### src/include/mts_map.svh
// Register offsets, field positions, reset values and timing counts
// of the trigger sequencer. Included by the package and the design.
`ifndef MTS_MAP_SVH
`define MTS_MAP_SVH

`define MTS_ADDR_W 5
`define MTS_OFF_CTRL 5'h00
`define MTS_OFF_MEAS 5'h04
`define MTS_OFF_SCOUNT 5'h08
`define MTS_OFF_TCOUNT 5'h0c
`define MTS_OFF_DELAY 5'h10
`define MTS_OFF_BAND 5'h14
`define MTS_OFF_STATUS 5'h18
`define MTS_OFF_HELD 5'h1c

// CTRL fields
`define MTS_CTRL_SRC_LSB 0
`define MTS_CTRL_AUTO_DLY 3
`define MTS_CTRL_ARM 4
`define MTS_CTRL_SWTRIG 5
// MEAS fields
`define MTS_MEAS_FUNC_LSB 0
`define MTS_MEAS_PLC 2
`define MTS_MEAS_RNG_LSB 3
`define MTS_MEAS_FILT_LSB 5

`define MTS_SCOUNT_RST 16'h0001
`define MTS_SCOUNT_MAX 16'hc350
`define MTS_TCOUNT_RST 16'h0001
`define MTS_BAND_RST 24'h000000
`define MTS_DELAY_MAX 26'h2255100

// Delay base: one tick is 100 us
`define MTS_CLK_HZ 40000000
`define MTS_TICK_US 100
`define MTS_TICK_CYC (`MTS_TICK_US * (`MTS_CLK_HZ / 1000000))

// Automatic settling delays in microseconds
`define MTS_DLY_1P0MS_US 1000
`define MTS_DLY_1P5MS_US 1500
`define MTS_DLY_10MS_US 10000
`define MTS_DLY_15MS_US 15000
`define MTS_DLY_100MS_US 100000
`define MTS_DLY_200MS_US 200000
`define MTS_DLY_600MS_US 600000
`define MTS_DLY_1P0S_US 1000000
`define MTS_DLY_1P5S_US 1500000
`define MTS_DLY_7P0S_US 7000000
`define MTS_DLY_TICKS(us) ((us) / `MTS_TICK_US)

`endif

### src/include/mts_pkg.sv
// Types shared by the trigger sequencer and its bench.
// Assumes mts_map.svh sits on the include path.
`include "mts_map.svh"

package mts_pkg;

    typedef enum logic [2:0] {
        MTS_SRC_AUTO,
        MTS_SRC_IMMEDIATE,
        MTS_SRC_SINGLE,
        MTS_SRC_EXTERNAL,
        MTS_SRC_BUS
    } mts_src_t;

    typedef enum logic [1:0] {
        MTS_FN_DC,
        MTS_FN_RES,
        MTS_FN_AC,
        MTS_FN_FREQ
    } mts_func_t;

    typedef enum logic [2:0] {
        MTS_ST_IDLE,
        MTS_ST_WAIT,
        MTS_ST_DELAY,
        MTS_ST_REQ,
        MTS_ST_READ
    } mts_state_t;

    typedef struct packed {
        logic shift;
        logic auto_trigger_settings_menu;
        logic single;
    } mts_keys_t;

    typedef struct packed {
        mts_func_t func;
        logic plc_ge1;
        logic [1:0] res_rng;
        logic [1:0] ac_filt;
    } mts_meas_cfg_t;

    typedef struct packed {
        logic valid;
        logic [23:0] data;
    } mts_reading_t;

    typedef struct packed {
        logic hold;
        logic [23:0] value;
    } mts_disp_t;

endpackage

### src/mts_top.sv
// Trigger sequencer: trigger sources in, reading requests out,
// delay timing, sample/trigger counting and reading hold.
// Assumes keys, ext trigger and front end are synchronous to sys_clk_i.
`timescale 1ns/100ps
`default_nettype none
`include "mts_map.svh"

module mts_top (
    input wire logic sys_clk_i,
    input wire logic reset_n_i,
    input wire logic [4:0] reg_addr_i,
    input wire logic [31:0] reg_wdata_i,
    input wire logic reg_wr_i,
    input wire logic reg_rd_i,
    output logic [31:0] reg_rdata_o,
    input wire mts_pkg::mts_keys_t keys_i,
    input wire logic external_trigger_input_i,
    input wire mts_pkg::mts_reading_t meas_i,
    output logic meas_start_o,
    output mts_pkg::mts_disp_t disp_o,
    output logic beep_o,
    output logic trigger_settings_menu_ready_o
);

    mts_pkg::mts_state_t state_q;
    mts_pkg::mts_src_t src_q;
    mts_pkg::mts_meas_cfg_t cfg_q;
    logic auto_dly_q;
    logic [25:0] delay_q;
    logic [15:0] scount_q;
    logic [15:0] tcount_q;
    logic [23:0] band_q;
    logic hold_en_q;
    logic held_q;
    logic arm_q;
    logic sw_trigger_settings_menu_q;
    logic ext_q;
    logic [11:0] pre_q;
    logic [25:0] dly_cnt_q;
    logic [15:0] samp_q;
    logic [15:0] trigger_settings_menu_q;
    logic [1:0] run_q;
    logic [23:0] ref_q;
    logic [31:0] rdata_q;
    logic start_q;
    logic beep_q;
    mts_pkg::mts_disp_t disp_q;

    logic wr_ctrl;
    logic ext_rise;
    logic trigger_settings_menu_event;
    logic tick;
    logic [25:0] eff_delay;
    logic [24:0] diff;
    logic [23:0] abs_diff;

    assign wr_ctrl = reg_wr_i && reg_addr_i == `MTS_OFF_CTRL;
    assign ext_rise = external_trigger_input_i && !ext_q;
    assign tick = pre_q == 12'(`MTS_TICK_CYC - 1);

    // Automatic settling delay lookup, in ticks
    function automatic logic [25:0] auto_delay(
        input mts_pkg::mts_meas_cfg_t c,
        input logic fp_auto
    );
        logic [25:0] t;
        t = 26'(`MTS_DLY_TICKS(`MTS_DLY_1P0MS_US));
        unique case (c.func)
            mts_pkg::MTS_FN_DC: begin
                t = c.plc_ge1 ? 26'(`MTS_DLY_TICKS(`MTS_DLY_1P5MS_US))
                              : 26'(`MTS_DLY_TICKS(`MTS_DLY_1P0MS_US));
            end
            mts_pkg::MTS_FN_RES: begin
                if (c.res_rng[1]) begin
                    t = 26'(`MTS_DLY_TICKS(`MTS_DLY_100MS_US));
                end else if (c.res_rng[0]) begin
                    t = c.plc_ge1 ? 26'(`MTS_DLY_TICKS(`MTS_DLY_15MS_US))
                                  : 26'(`MTS_DLY_TICKS(`MTS_DLY_10MS_US));
                end else begin
                    t = c.plc_ge1 ? 26'(`MTS_DLY_TICKS(`MTS_DLY_1P5MS_US))
                                  : 26'(`MTS_DLY_TICKS(`MTS_DLY_1P0MS_US));
                end
            end
            mts_pkg::MTS_FN_AC: begin
                // Filter codes 0/1/2 are 3/20/200 Hz; 3 treated as 200 Hz
                if (fp_auto) begin
                    t = c.ac_filt == 2'h0 ? 26'(`MTS_DLY_TICKS(`MTS_DLY_1P5S_US))
                      : c.ac_filt == 2'h1 ? 26'(`MTS_DLY_TICKS(`MTS_DLY_200MS_US))
                      : 26'(`MTS_DLY_TICKS(`MTS_DLY_100MS_US));
                end else begin
                    t = c.ac_filt == 2'h0 ? 26'(`MTS_DLY_TICKS(`MTS_DLY_7P0S_US))
                      : c.ac_filt == 2'h1 ? 26'(`MTS_DLY_TICKS(`MTS_DLY_1P0S_US))
                      : 26'(`MTS_DLY_TICKS(`MTS_DLY_600MS_US));
                end
            end
            mts_pkg::MTS_FN_FREQ: begin
                t = fp_auto ? 26'h0000000
                            : 26'(`MTS_DLY_TICKS(`MTS_DLY_1P0S_US));
            end
        endcase
        return t;
    endfunction

    assign eff_delay = auto_dly_q ? auto_delay(cfg_q, src_q == mts_pkg::MTS_SRC_AUTO)
                                  : delay_q;

    always_comb begin
        unique case (src_q)
            mts_pkg::MTS_SRC_AUTO: trigger_settings_menu_event = 1'b1;
            mts_pkg::MTS_SRC_IMMEDIATE: trigger_settings_menu_event = 1'b1;
            mts_pkg::MTS_SRC_SINGLE: trigger_settings_menu_event = keys_i.single && !keys_i.shift;
            mts_pkg::MTS_SRC_EXTERNAL: trigger_settings_menu_event = ext_rise;
            mts_pkg::MTS_SRC_BUS: trigger_settings_menu_event = sw_trigger_settings_menu_q;
            default: trigger_settings_menu_event = 1'b0;
        endcase
    end

    assign diff = {1'b0, meas_i.data} - {1'b0, ref_q};
    assign abs_diff = meas_i.data >= ref_q ? diff[23:0] : 24'(-diff);

    // Trigger source: front panel keys and remote writes
    always_ff @(posedge sys_clk_i or negedge reset_n_i) begin
        if (!reset_n_i) begin
            src_q <= mts_pkg::MTS_SRC_AUTO;
        end else if (keys_i.auto_trigger_settings_menu && !keys_i.shift) begin
            src_q <= mts_pkg::MTS_SRC_AUTO;
        end else if (keys_i.single) begin
            src_q <= keys_i.shift ? mts_pkg::MTS_SRC_EXTERNAL
                                  : mts_pkg::MTS_SRC_SINGLE;
        end else if (wr_ctrl && reg_wdata_i[2:0] <= 3'h4) begin
            src_q <= mts_pkg::mts_src_t'(reg_wdata_i[2:0]);
        end
    end

    // Hold enable is reachable from the keys only
    always_ff @(posedge sys_clk_i or negedge reset_n_i) begin
        if (!reset_n_i) begin
            hold_en_q <= 1'b0;
        end else if (keys_i.auto_trigger_settings_menu) begin
            hold_en_q <= keys_i.shift;
        end
    end

    // Delay settings; all volatile
    always_ff @(posedge sys_clk_i or negedge reset_n_i) begin
        if (!reset_n_i) begin
            auto_dly_q <= 1'b1;
            delay_q <= 26'h0000000;
        end else if (wr_ctrl) begin
            auto_dly_q <= reg_wdata_i[`MTS_CTRL_AUTO_DLY];
        end else if (reg_wr_i && reg_addr_i == `MTS_OFF_DELAY
                     && reg_wdata_i <= 32'(`MTS_DELAY_MAX)) begin
            delay_q <= reg_wdata_i[25:0];
            auto_dly_q <= 1'b0;
        end
    end

    // Counts, measurement setup and hold band
    always_ff @(posedge sys_clk_i or negedge reset_n_i) begin
        if (!reset_n_i) begin
            scount_q <= `MTS_SCOUNT_RST;
            tcount_q <= `MTS_TCOUNT_RST;
            band_q <= `MTS_BAND_RST;
            cfg_q <= '0;
        end else if (reg_wr_i) begin
            unique case (reg_addr_i)
                `MTS_OFF_SCOUNT: begin
                    // Out of range counts are ignored
                    if (reg_wdata_i[31:16] == 16'h0000 && reg_wdata_i[15:0] != 16'h0000
                        && reg_wdata_i[15:0] <= `MTS_SCOUNT_MAX) begin
                        scount_q <= reg_wdata_i[15:0];
                    end
                end
                `MTS_OFF_TCOUNT: begin
                    if (reg_wdata_i[15:0] != 16'h0000) begin
                        tcount_q <= reg_wdata_i[15:0];
                    end
                end
                `MTS_OFF_BAND: band_q <= reg_wdata_i[23:0];
                `MTS_OFF_MEAS: cfg_q <= {reg_wdata_i[`MTS_MEAS_FUNC_LSB +: 2],
                    reg_wdata_i[`MTS_MEAS_PLC],
                    reg_wdata_i[`MTS_MEAS_RNG_LSB +: 2],
                    reg_wdata_i[`MTS_MEAS_FILT_LSB +: 2]};
                default: begin
                end
            endcase
        end
    end

    // One-cycle commands from CTRL, and the external trigger input delayed one cycle for edge detection
    always_ff @(posedge sys_clk_i or negedge reset_n_i) begin
        if (!reset_n_i) begin
            arm_q <= 1'b0;
            sw_trigger_settings_menu_q <= 1'b0;
            ext_q <= 1'b0;
        end else begin
            arm_q <= wr_ctrl && reg_wdata_i[`MTS_CTRL_ARM];
            sw_trigger_settings_menu_q <= wr_ctrl && reg_wdata_i[`MTS_CTRL_SWTRIG];
            ext_q <= external_trigger_input_i;
        end
    end

    // Tick prescaler, restarted at the delay start so waits never run short
    always_ff @(posedge sys_clk_i or negedge reset_n_i) begin
        if (!reset_n_i) begin
            pre_q <= 12'h000;
        end else if (state_q != mts_pkg::MTS_ST_DELAY || tick) begin
            pre_q <= 12'h000;
        end else begin
            pre_q <= pre_q + 12'h001;
        end
    end

    // Sequencer
    always_ff @(posedge sys_clk_i or negedge reset_n_i) begin
        if (!reset_n_i) begin
            state_q <= mts_pkg::MTS_ST_IDLE;
            dly_cnt_q <= 26'h0000000;
            samp_q <= 16'h0000;
            trigger_settings_menu_q <= 16'h0000;
            start_q <= 1'b0;
        end else begin
            start_q <= 1'b0;
            unique case (state_q)
                mts_pkg::MTS_ST_IDLE: begin
                    trigger_settings_menu_q <= 16'h0000;
                    // Remote sources need an arm; panel sources rearm alone
                    if (arm_q || src_q == mts_pkg::MTS_SRC_AUTO
                        || src_q == mts_pkg::MTS_SRC_SINGLE
                        || src_q == mts_pkg::MTS_SRC_EXTERNAL) begin
                        state_q <= mts_pkg::MTS_ST_WAIT;
                    end
                end
                mts_pkg::MTS_ST_WAIT: begin
                    samp_q <= 16'h0000;
                    if (trigger_settings_menu_event) begin
                        dly_cnt_q <= eff_delay;
                        state_q <= eff_delay == 26'h0000000
                                   ? mts_pkg::MTS_ST_REQ
                                   : mts_pkg::MTS_ST_DELAY;
                    end
                end
                mts_pkg::MTS_ST_DELAY: begin
                    if (tick) begin
                        dly_cnt_q <= dly_cnt_q - 26'h0000001;
                        if (dly_cnt_q == 26'h0000001) begin
                            state_q <= mts_pkg::MTS_ST_REQ;
                        end
                    end
                end
                mts_pkg::MTS_ST_REQ: begin
                    start_q <= 1'b1;
                    state_q <= mts_pkg::MTS_ST_READ;
                end
                mts_pkg::MTS_ST_READ: begin
                    if (meas_i.valid) begin
                        samp_q <= samp_q + 16'h0001;
                        if (samp_q + 16'h0001 != scount_q) begin
                            state_q <= mts_pkg::MTS_ST_REQ;
                        end else if (trigger_settings_menu_q + 16'h0001 != tcount_q) begin
                            trigger_settings_menu_q <= trigger_settings_menu_q + 16'h0001;
                            state_q <= mts_pkg::MTS_ST_WAIT;
                        end else if (src_q == mts_pkg::MTS_SRC_AUTO) begin
                            trigger_settings_menu_q <= 16'h0000;
                            state_q <= mts_pkg::MTS_ST_WAIT;
                        end else begin
                            state_q <= mts_pkg::MTS_ST_IDLE;
                        end
                    end
                end
            endcase
        end
    end

    // Reading hold and display
    always_ff @(posedge sys_clk_i or negedge reset_n_i) begin
        if (!reset_n_i) begin
            run_q <= 2'h0;
            ref_q <= 24'h000000;
            held_q <= 1'b0;
            beep_q <= 1'b0;
            disp_q <= '0;
        end else begin
            beep_q <= 1'b0;
            disp_q.hold <= hold_en_q;
            if (!hold_en_q) begin
                run_q <= 2'h0;
                held_q <= 1'b0;
                if (meas_i.valid) begin
                    disp_q.value <= meas_i.data;
                end
            end else if (meas_i.valid) begin
                if (run_q == 2'h0 || abs_diff > band_q) begin
                    ref_q <= meas_i.data;
                    run_q <= 2'h1;
                end else if (run_q == 2'h2) begin
                    // Third reading in band: freeze and restart the run
                    disp_q.value <= meas_i.data;
                    held_q <= 1'b1;
                    beep_q <= 1'b1;
                    run_q <= 2'h0;
                end else begin
                    run_q <= run_q + 2'h1;
                end
            end
        end
    end

    // Register read port, data valid the cycle after the strobe
    always_ff @(posedge sys_clk_i or negedge reset_n_i) begin
        if (!reset_n_i) begin
            rdata_q <= 32'h00000000;
        end else if (!reg_rd_i) begin
            rdata_q <= 32'h00000000;
        end else begin
            unique case (reg_addr_i)
                `MTS_OFF_CTRL: rdata_q <= {28'h0000000, auto_dly_q, src_q};
                `MTS_OFF_MEAS: rdata_q <= {25'h0000000, cfg_q.ac_filt,
                    cfg_q.res_rng, cfg_q.plc_ge1, cfg_q.func};
                `MTS_OFF_SCOUNT: rdata_q <= {16'h0000, scount_q};
                `MTS_OFF_TCOUNT: rdata_q <= {16'h0000, tcount_q};
                `MTS_OFF_DELAY: rdata_q <= {6'h00, delay_q};
                `MTS_OFF_BAND: rdata_q <= {8'h00, band_q};
                `MTS_OFF_STATUS: rdata_q <= {11'h000, trigger_settings_menu_q, held_q,
                                             hold_en_q, state_q};
                `MTS_OFF_HELD: rdata_q <= {8'h00, disp_q.value};
                default: rdata_q <= 32'h00000000;
            endcase
        end
    end

    assign reg_rdata_o = rdata_q;
    assign meas_start_o = start_q;
    assign disp_o = disp_q;
    assign beep_o = beep_q;

    always_ff @(posedge sys_clk_i or negedge reset_n_i) begin
        if (!reset_n_i) begin
            trigger_settings_menu_ready_o <= 1'b0;
        end else begin
            trigger_settings_menu_ready_o <= state_q == mts_pkg::MTS_ST_WAIT;
        end
    end

endmodule // mts_top
`default_nettype wire

### config.mk
export PLATFORM = sky130hd
export DESIGN_NAME = mts_top
export DESIGN_NICKNAME = d
export VERILOG_FILES = /design/src/include/mts_pkg.sv /design/src/mts_top.sv
export VERILOG_INCLUDE_DIRS = /design/src /design/src/include
export SDC_FILE = /design/constraint.sdc
export NUM_CORES = 1
export LEC_CHECK = 0
export BUFFER_PORTS_ARGS = -buffer_cell sky130_fd_sc_hd__buf_2
export CAP_MARGIN = 15
export CORE_MARGIN = 8
export CORE_UTILIZATION = 39
export DETAILED_ROUTE_END_ITERATION = 10
export PLACE_DENSITY = 0.6
export SLEW_MARGIN = 25
export SYNTH_ARGS = -nofsm -noshare
export SYNTH_HDL_FRONTEND = slang
export SYNTH_SLANG_ARGS = --single-unit
### constraint.sdc
create_clock -name sys_clk_i -period 5.65 [get_ports sys_clk_i]
set_input_delay 0 -clock sys_clk_i [delete_from_list [all_inputs] [get_ports sys_clk_i]]
set_output_delay 0 -clock sys_clk_i [all_outputs]
set_load 0.02 [all_outputs]
==> flow_summary.html <==
<table>
<tr><th>Metric</th><th>Value</th></tr>
<tr><th colspan="2">Status</th></tr>
<tr><td>Run status</td><td>finished, final reports clean</td></tr>
<tr><th colspan="2">Worst hold path</th></tr>
<tr><td>Type of the worst min-delay path</td><td>in2reg</td></tr>
<tr><th colspan="2">Worst setup path</th></tr>
<tr><td>Critical path arrival</td><td>5950 ps</td></tr>
<tr><td>Largest stage delay, worst path</td><td>430 ps</td></tr>
<tr><td>Slowest cell on the critical path</td><td>sky130_fd_sc_hd__nor4_1</td></tr>
<tr><td>Critical path type</td><td>reg2reg</td></tr>
<tr><td>Buffers &amp; Inverters on Critical Path</td><td>3</td></tr>
<tr><td>Required time worst endpoint</td><td>6110 ps</td></tr>
<tr><td>CP startpoint kind</td><td>register</td></tr>
<tr><td>CP endpoint kind</td><td>register</td></tr>
<tr><td>Critical Path, Cell by Cell</td><td>ha_1 -&gt; inv_1 -&gt; fa_2 -&gt; a211oi_4 -&gt; buf_4 -&gt; o21ai_1 -&gt; a21oi_1 -&gt; xnor2_1 -&gt; nor3b_2 -&gt; nand3b_1 -&gt; nor4_1 -&gt; nor2_1 -&gt; xor2_1 -&gt; ha_1 -&gt; a21o_1 -&gt; a21o_1 -&gt; a21o_1 -&gt; a21o_1 -&gt; a211o_1 -&gt; a21oi_2 -&gt; a21oi_4 -&gt; o21bai_4 -&gt; clkbuf_16 -&gt; mux2_2</td></tr>
<tr><td>Largest fanout of any net on the critical path</td><td>6</td></tr>
<tr><td>Crit-path most repeated cell</td><td>sky130_fd_sc_hd__a21o_1</td></tr>
<tr><td>Kind of cell adding the most delay to the critical path</td><td>compound AO/OA/AOI/OAI gates</td></tr>
<tr><th colspan="2">Global route</th></tr>
<tr><td>Highest-utilization routing layer at the global route stage</td><td>met2</td></tr>
<tr><td>Total track usage</td><td>20.6%</td></tr>
<tr><td>GR Layer Usage met3</td><td>2.78%</td></tr>
<tr><td>Largest net degree at the start of global routing</td><td>155</td></tr>
<tr><td>Number of global-route vias before repair</td><td>13800</td></tr>
<tr><td>Wire length of the first global-routing pass</td><td>between 70000 and 80000 um</td></tr>
<tr><td>Total global routing overflow</td><td>0</td></tr>
<tr><td>Global-route met2 utilization</td><td>34.3%</td></tr>
<tr><td>GR met1 Demand/Resource</td><td>a little over a quarter</td></tr>
<tr><td>Antenna violations before repair</td><td>1</td></tr>
<tr><th colspan="2">Synth</th></tr>
<tr><td>Synth top area share</td><td>38.5%</td></tr>
<tr><td>Warnings from Yosys</td><td>0</td></tr>
<tr><td>EDFF count, synth</td><td>0</td></tr>
<tr><td>Dominant cell by count in the synthesized netlist</td><td>sky130_fd_sc_hd__dfrtp_1</td></tr>
<tr><td>Cell accounting for the most synthesized area</td><td>sky130_fd_sc_hd__dfrtp_1</td></tr>
<tr><td>Per-instance average area after synthesis</td><td>approximately 9 um2</td></tr>
<tr><td>Gate Count Post-Synth</td><td>1743</td></tr>
<tr><td>Ranking of synthesized cells by area</td><td>sky130_fd_sc_hd__dfrtp_1 (38%), sky130_fd_sc_hd__mux2_2 (7.0%), sky130_fd_sc_hd__ha_1 (4.2%)</td></tr>
<tr><td>Post-synth cell types</td><td>between 90 and 100</td></tr>
<tr><td>Async set or reset register ratio after synthesis</td><td>100%</td></tr>
<tr><td>Synthesis-stage register bit count</td><td>251</td></tr>
<tr><td>Summed instance area of the synthesized netlist</td><td>between 0.015 and 0.02 mm2</td></tr>
<tr><td>Most used flip-flop cell after synthesis</td><td>sky130_fd_sc_hd__dfrtp_1</td></tr>
<tr><td>Top cells by count, synth</td><td>sky130_fd_sc_hd__dfrtp_1 (248), sky130_fd_sc_hd__nor2_1 (156), sky130_fd_sc_hd__o21ai_0 (124), sky130_fd_sc_hd__nand2_1 (119), sky130_fd_sc_hd__mux2_2 (100)</td></tr>
<tr><td>Proportion of synthesized chip area in sequential cells</td><td>~39%</td></tr>
<tr><th colspan="2">Clock network</th></tr>
<tr><td>CTS tree</td><td>yes</td></tr>
<tr><td>Maximum buffer depth of the clock tree</td><td>3</td></tr>
<tr><td>Clock slew at the register clock pins of the worst setup and hold paths</td><td>60 ps</td></tr>
<tr><td>H-tree Lvls</td><td>1</td></tr>
<tr><td>Buffer cell driving the clock tree root</td><td>sky130_fd_sc_hd__clkbuf_16</td></tr>
<tr><td>Worst skew pair latency</td><td>580 ps</td></tr>
<tr><td>CTS Sinks</td><td>251</td></tr>
<tr><td>Clock buffers created by TritonCTS</td><td>31</td></tr>
<tr><th colspan="2">Route</th></tr>
<tr><td>Average wire per standard cell</td><td>21.0 um</td></tr>
<tr><td>Routed vias</td><td>14100</td></tr>
<tr><td>Number of optimization iterations in the first detailed-route pass</td><td>8</td></tr>
<tr><td>DRC violation count after routing</td><td>0</td></tr>
<tr><td>Number of design-rule violations left by the first detailed-router iteration</td><td>about 1100</td></tr>
<tr><td>Number of nets still failing antenna checks after routing</td><td>0</td></tr>
<tr><td>Vias per std cell</td><td>5.75</td></tr>
<tr><td>Total length of routed wires</td><td>between 50000 and 60000 um</td></tr>
<tr><th colspan="2">Layout</th></tr>
<tr><td>Final #Nets</td><td>2021</td></tr>
<tr><td>Number of fill cells in the layout</td><td>about 3900</td></tr>
<tr><td>Syn-to-layout area delta</td><td>18.3%</td></tr>
<tr><td>Fraction of layout cells with a size suffix above 1</td><td>18.6%</td></tr>
<tr><th colspan="2">Die</th></tr>
<tr><td>Initial core utilization</td><td>39.5%</td></tr>
<tr><td>Number of placement rows</td><td>74</td></tr>
<tr><td>Width of the die</td><td>219 um</td></tr>
<tr><td>Die area</td><td>0.0481 mm2</td></tr>
<tr><td>Die height</td><td>219 um</td></tr>
<tr><td>Core box area</td><td>0.0408 mm2</td></tr>
<tr><td>Number of top-level design ports</td><td>130</td></tr>
<tr><th colspan="2">STA</th></tr>
<tr><td>Shortest clock period the worst path allows after layout</td><td>5480 ps</td></tr>
<tr><td>Setup clock skew after layout</td><td>17.0 ps</td></tr>
<tr><td>Number of hold-slack violations in the final timing report</td><td>0</td></tr>
<tr><td>Actual slew at the worst max-slew pin</td><td>1020 ps</td></tr>
<tr><td>Minimum setup slack in the final design</td><td>around 170 ps</td></tr>
<tr><td>Post-route fraction of the period consumed by the critical path</td><td>97.1%</td></tr>
<tr><td>Count of final max-slew check failures</td><td>0</td></tr>
<tr><td>Slew HR</td><td>approximately a third</td></tr>
<tr><td>Post-Route Setup TNS</td><td>0 ps</td></tr>
<tr><td>Max Clock Freq</td><td>182 MHz</td></tr>
<tr><td>Final setup violation count</td><td>0</td></tr>
<tr><th colspan="2">Job</th></tr>
<tr><td>Max-Cap Viols</td><td>0</td></tr>
<tr><th colspan="2">Place</th></tr>
<tr><td>Final RePlAce weighted congestion</td><td>0.890</td></tr>
<tr><td>DP Worst Slack</td><td>156 ps</td></tr>
<tr><td>Dpl hpwl</td><td>about 38000 um</td></tr>
<tr><td>Port buffer count</td><td>123</td></tr>
<tr><th colspan="2">Pwr</th></tr>
<tr><td>Leakage component of the power</td><td>0.00850 uW</td></tr>
<tr><td>Pwr per Cell Area</td><td>roughly 500 mW/mm2</td></tr>
<tr><td>Worst VDD drop</td><td>0.388 mV</td></tr>
</table>
==> routing by layer <==
metal	up-vias	wire length, um
li1	6668	-
met1	6899	22300
met2	401	24800
met3	102	2540
met4	0	1900
met5	-	0
==> cell families after synthesis <==
family,Yosys count,share of synthesized area (%)
DFF,251,39.0
buffers and inverters,184,4.82
and+or+nand+nor,548,17.6
AOI/OAI and AO/OA,476,19.7
xor gates and xnor gates,97,5.44
other,1,0.0233
adders and majority gates,55,4.31
muxes,131,9.12
==> timing repair <==
item / in CTS / in global routing
endpoints found under the setup margin: 0 / 50
buffers inserted: 0 / 8
hold buffers: 65 / 0
gates resized for setup: 0 / 21
hold endpoints to repair: 248 / 0
==> tightest hold or removal path, stage by stage <==
cell and delay [ps]:
sky130_fd_sc_hd__buf_2 110, sky130_fd_sc_hd__nor3_1 80, sky130_fd_sc_hd__a22oi_1 190, sky130_fd_sc_hd__a21oi_1 140
==> cell type report <==
type	count	area, um2	share of cell area, %
Clock inverter	10	111	0.584
Clock buffer	43	861	4.51
Antenna cell	1	2.50	0.0131
Inverter	81	304	1.59
Sequential cell	251	6280	33.0
Tap cell	532	666	3.49
Multi-Input combinational cell	1313	9220	48.3
Timing Repair Buffer	218	1620	8.50
==> cells in the final DEF, fill, tap and decap left out, drive strengths merged, types with 10 or more instances in the layout <==
master	n
o21a	16
nor2b	16
nand2b	15
buf	150
a31oi	17
dlygate4sd3	65
o211ai	10
o21ai	149
and2	12
a21oi	97
a221o	24
mux2	117
nand3	39
dfrtp	248
nand4	26
a211oi	10
nor4	26
nand2	121
xor2	41
ha	54
nor2	157
clkbuf	46
xnor2	54
and3	42
or3	15
inv	81
o31ai	11
a22oi	27
o22a	12
a21o	20
mux2i	13
nor3	46
==> flip-flops by register name, indices dropped and copies added (netlist names), 2 cells and up <==
register,cells
delay_q,26
dly_cnt_q,26
reg_rdata_o,26
disp_o,25
band_q,24
ref_q,24
samp_q,16
scount_q,16
tcount_q,16
trigger_settings_menu_q,16
pre_q,12
cfg_q,7
src_q,3
state_q,3
run_q,2
==> worst paths after layout <==
| check | startpoint | end | slack, ps | cells past startpoint |
|---|---|---|---|---|
| hold reg to reg | pre_q[0] | pre_q[0] | 480 | 1 |
| setup / recovery | ref_q[0] | ref_q[19] | 170 | 24 |
| setup reg to reg | ref_q[0] | ref_q[19] | 170 | 24 |
| hold / removal | reg_addr_i[0] | reg_rdata_o[2] | 20 | 4 |
| min in group asynchronous | reset_n_i | reg_rdata_o[25] | 40 | 2 |
| max in group asynchronous | reset_n_i | ref_q[4] | 4280 | 3 |
==> where the power goes <==
part           switching (uW)  internal [uW]  total, uW
combinational            2650           2130       4780
clock                     793           1140       1940
sequential                395           2150       2550
==> metrics by stage <==
| step | util, % | hold slack [ps] | power (uW) | instance area, um2 | instances |
|---|---|---|---|---|---|
| 6_report | 46.7 | 23.2 | 9260 | 19100 | 2449 |
| 3_3_place_gp | 42.0 | 81.3 | 6740 | 17200 | 2318 |
| 4_1_cts | 46.0 | 2.12 | 8850 | 18800 | 2436 |
| 2_1_floorplan | - | -296 | 5660 | 16100 | 1748 |
| 5_1_grt | 46.7 | 30.8 | 9920 | 19100 | 2448 |
| 3_5_place_dp | 42.0 | 91.1 | 6840 | 17200 | 2318 |
(Power assumes the default switching activity.)
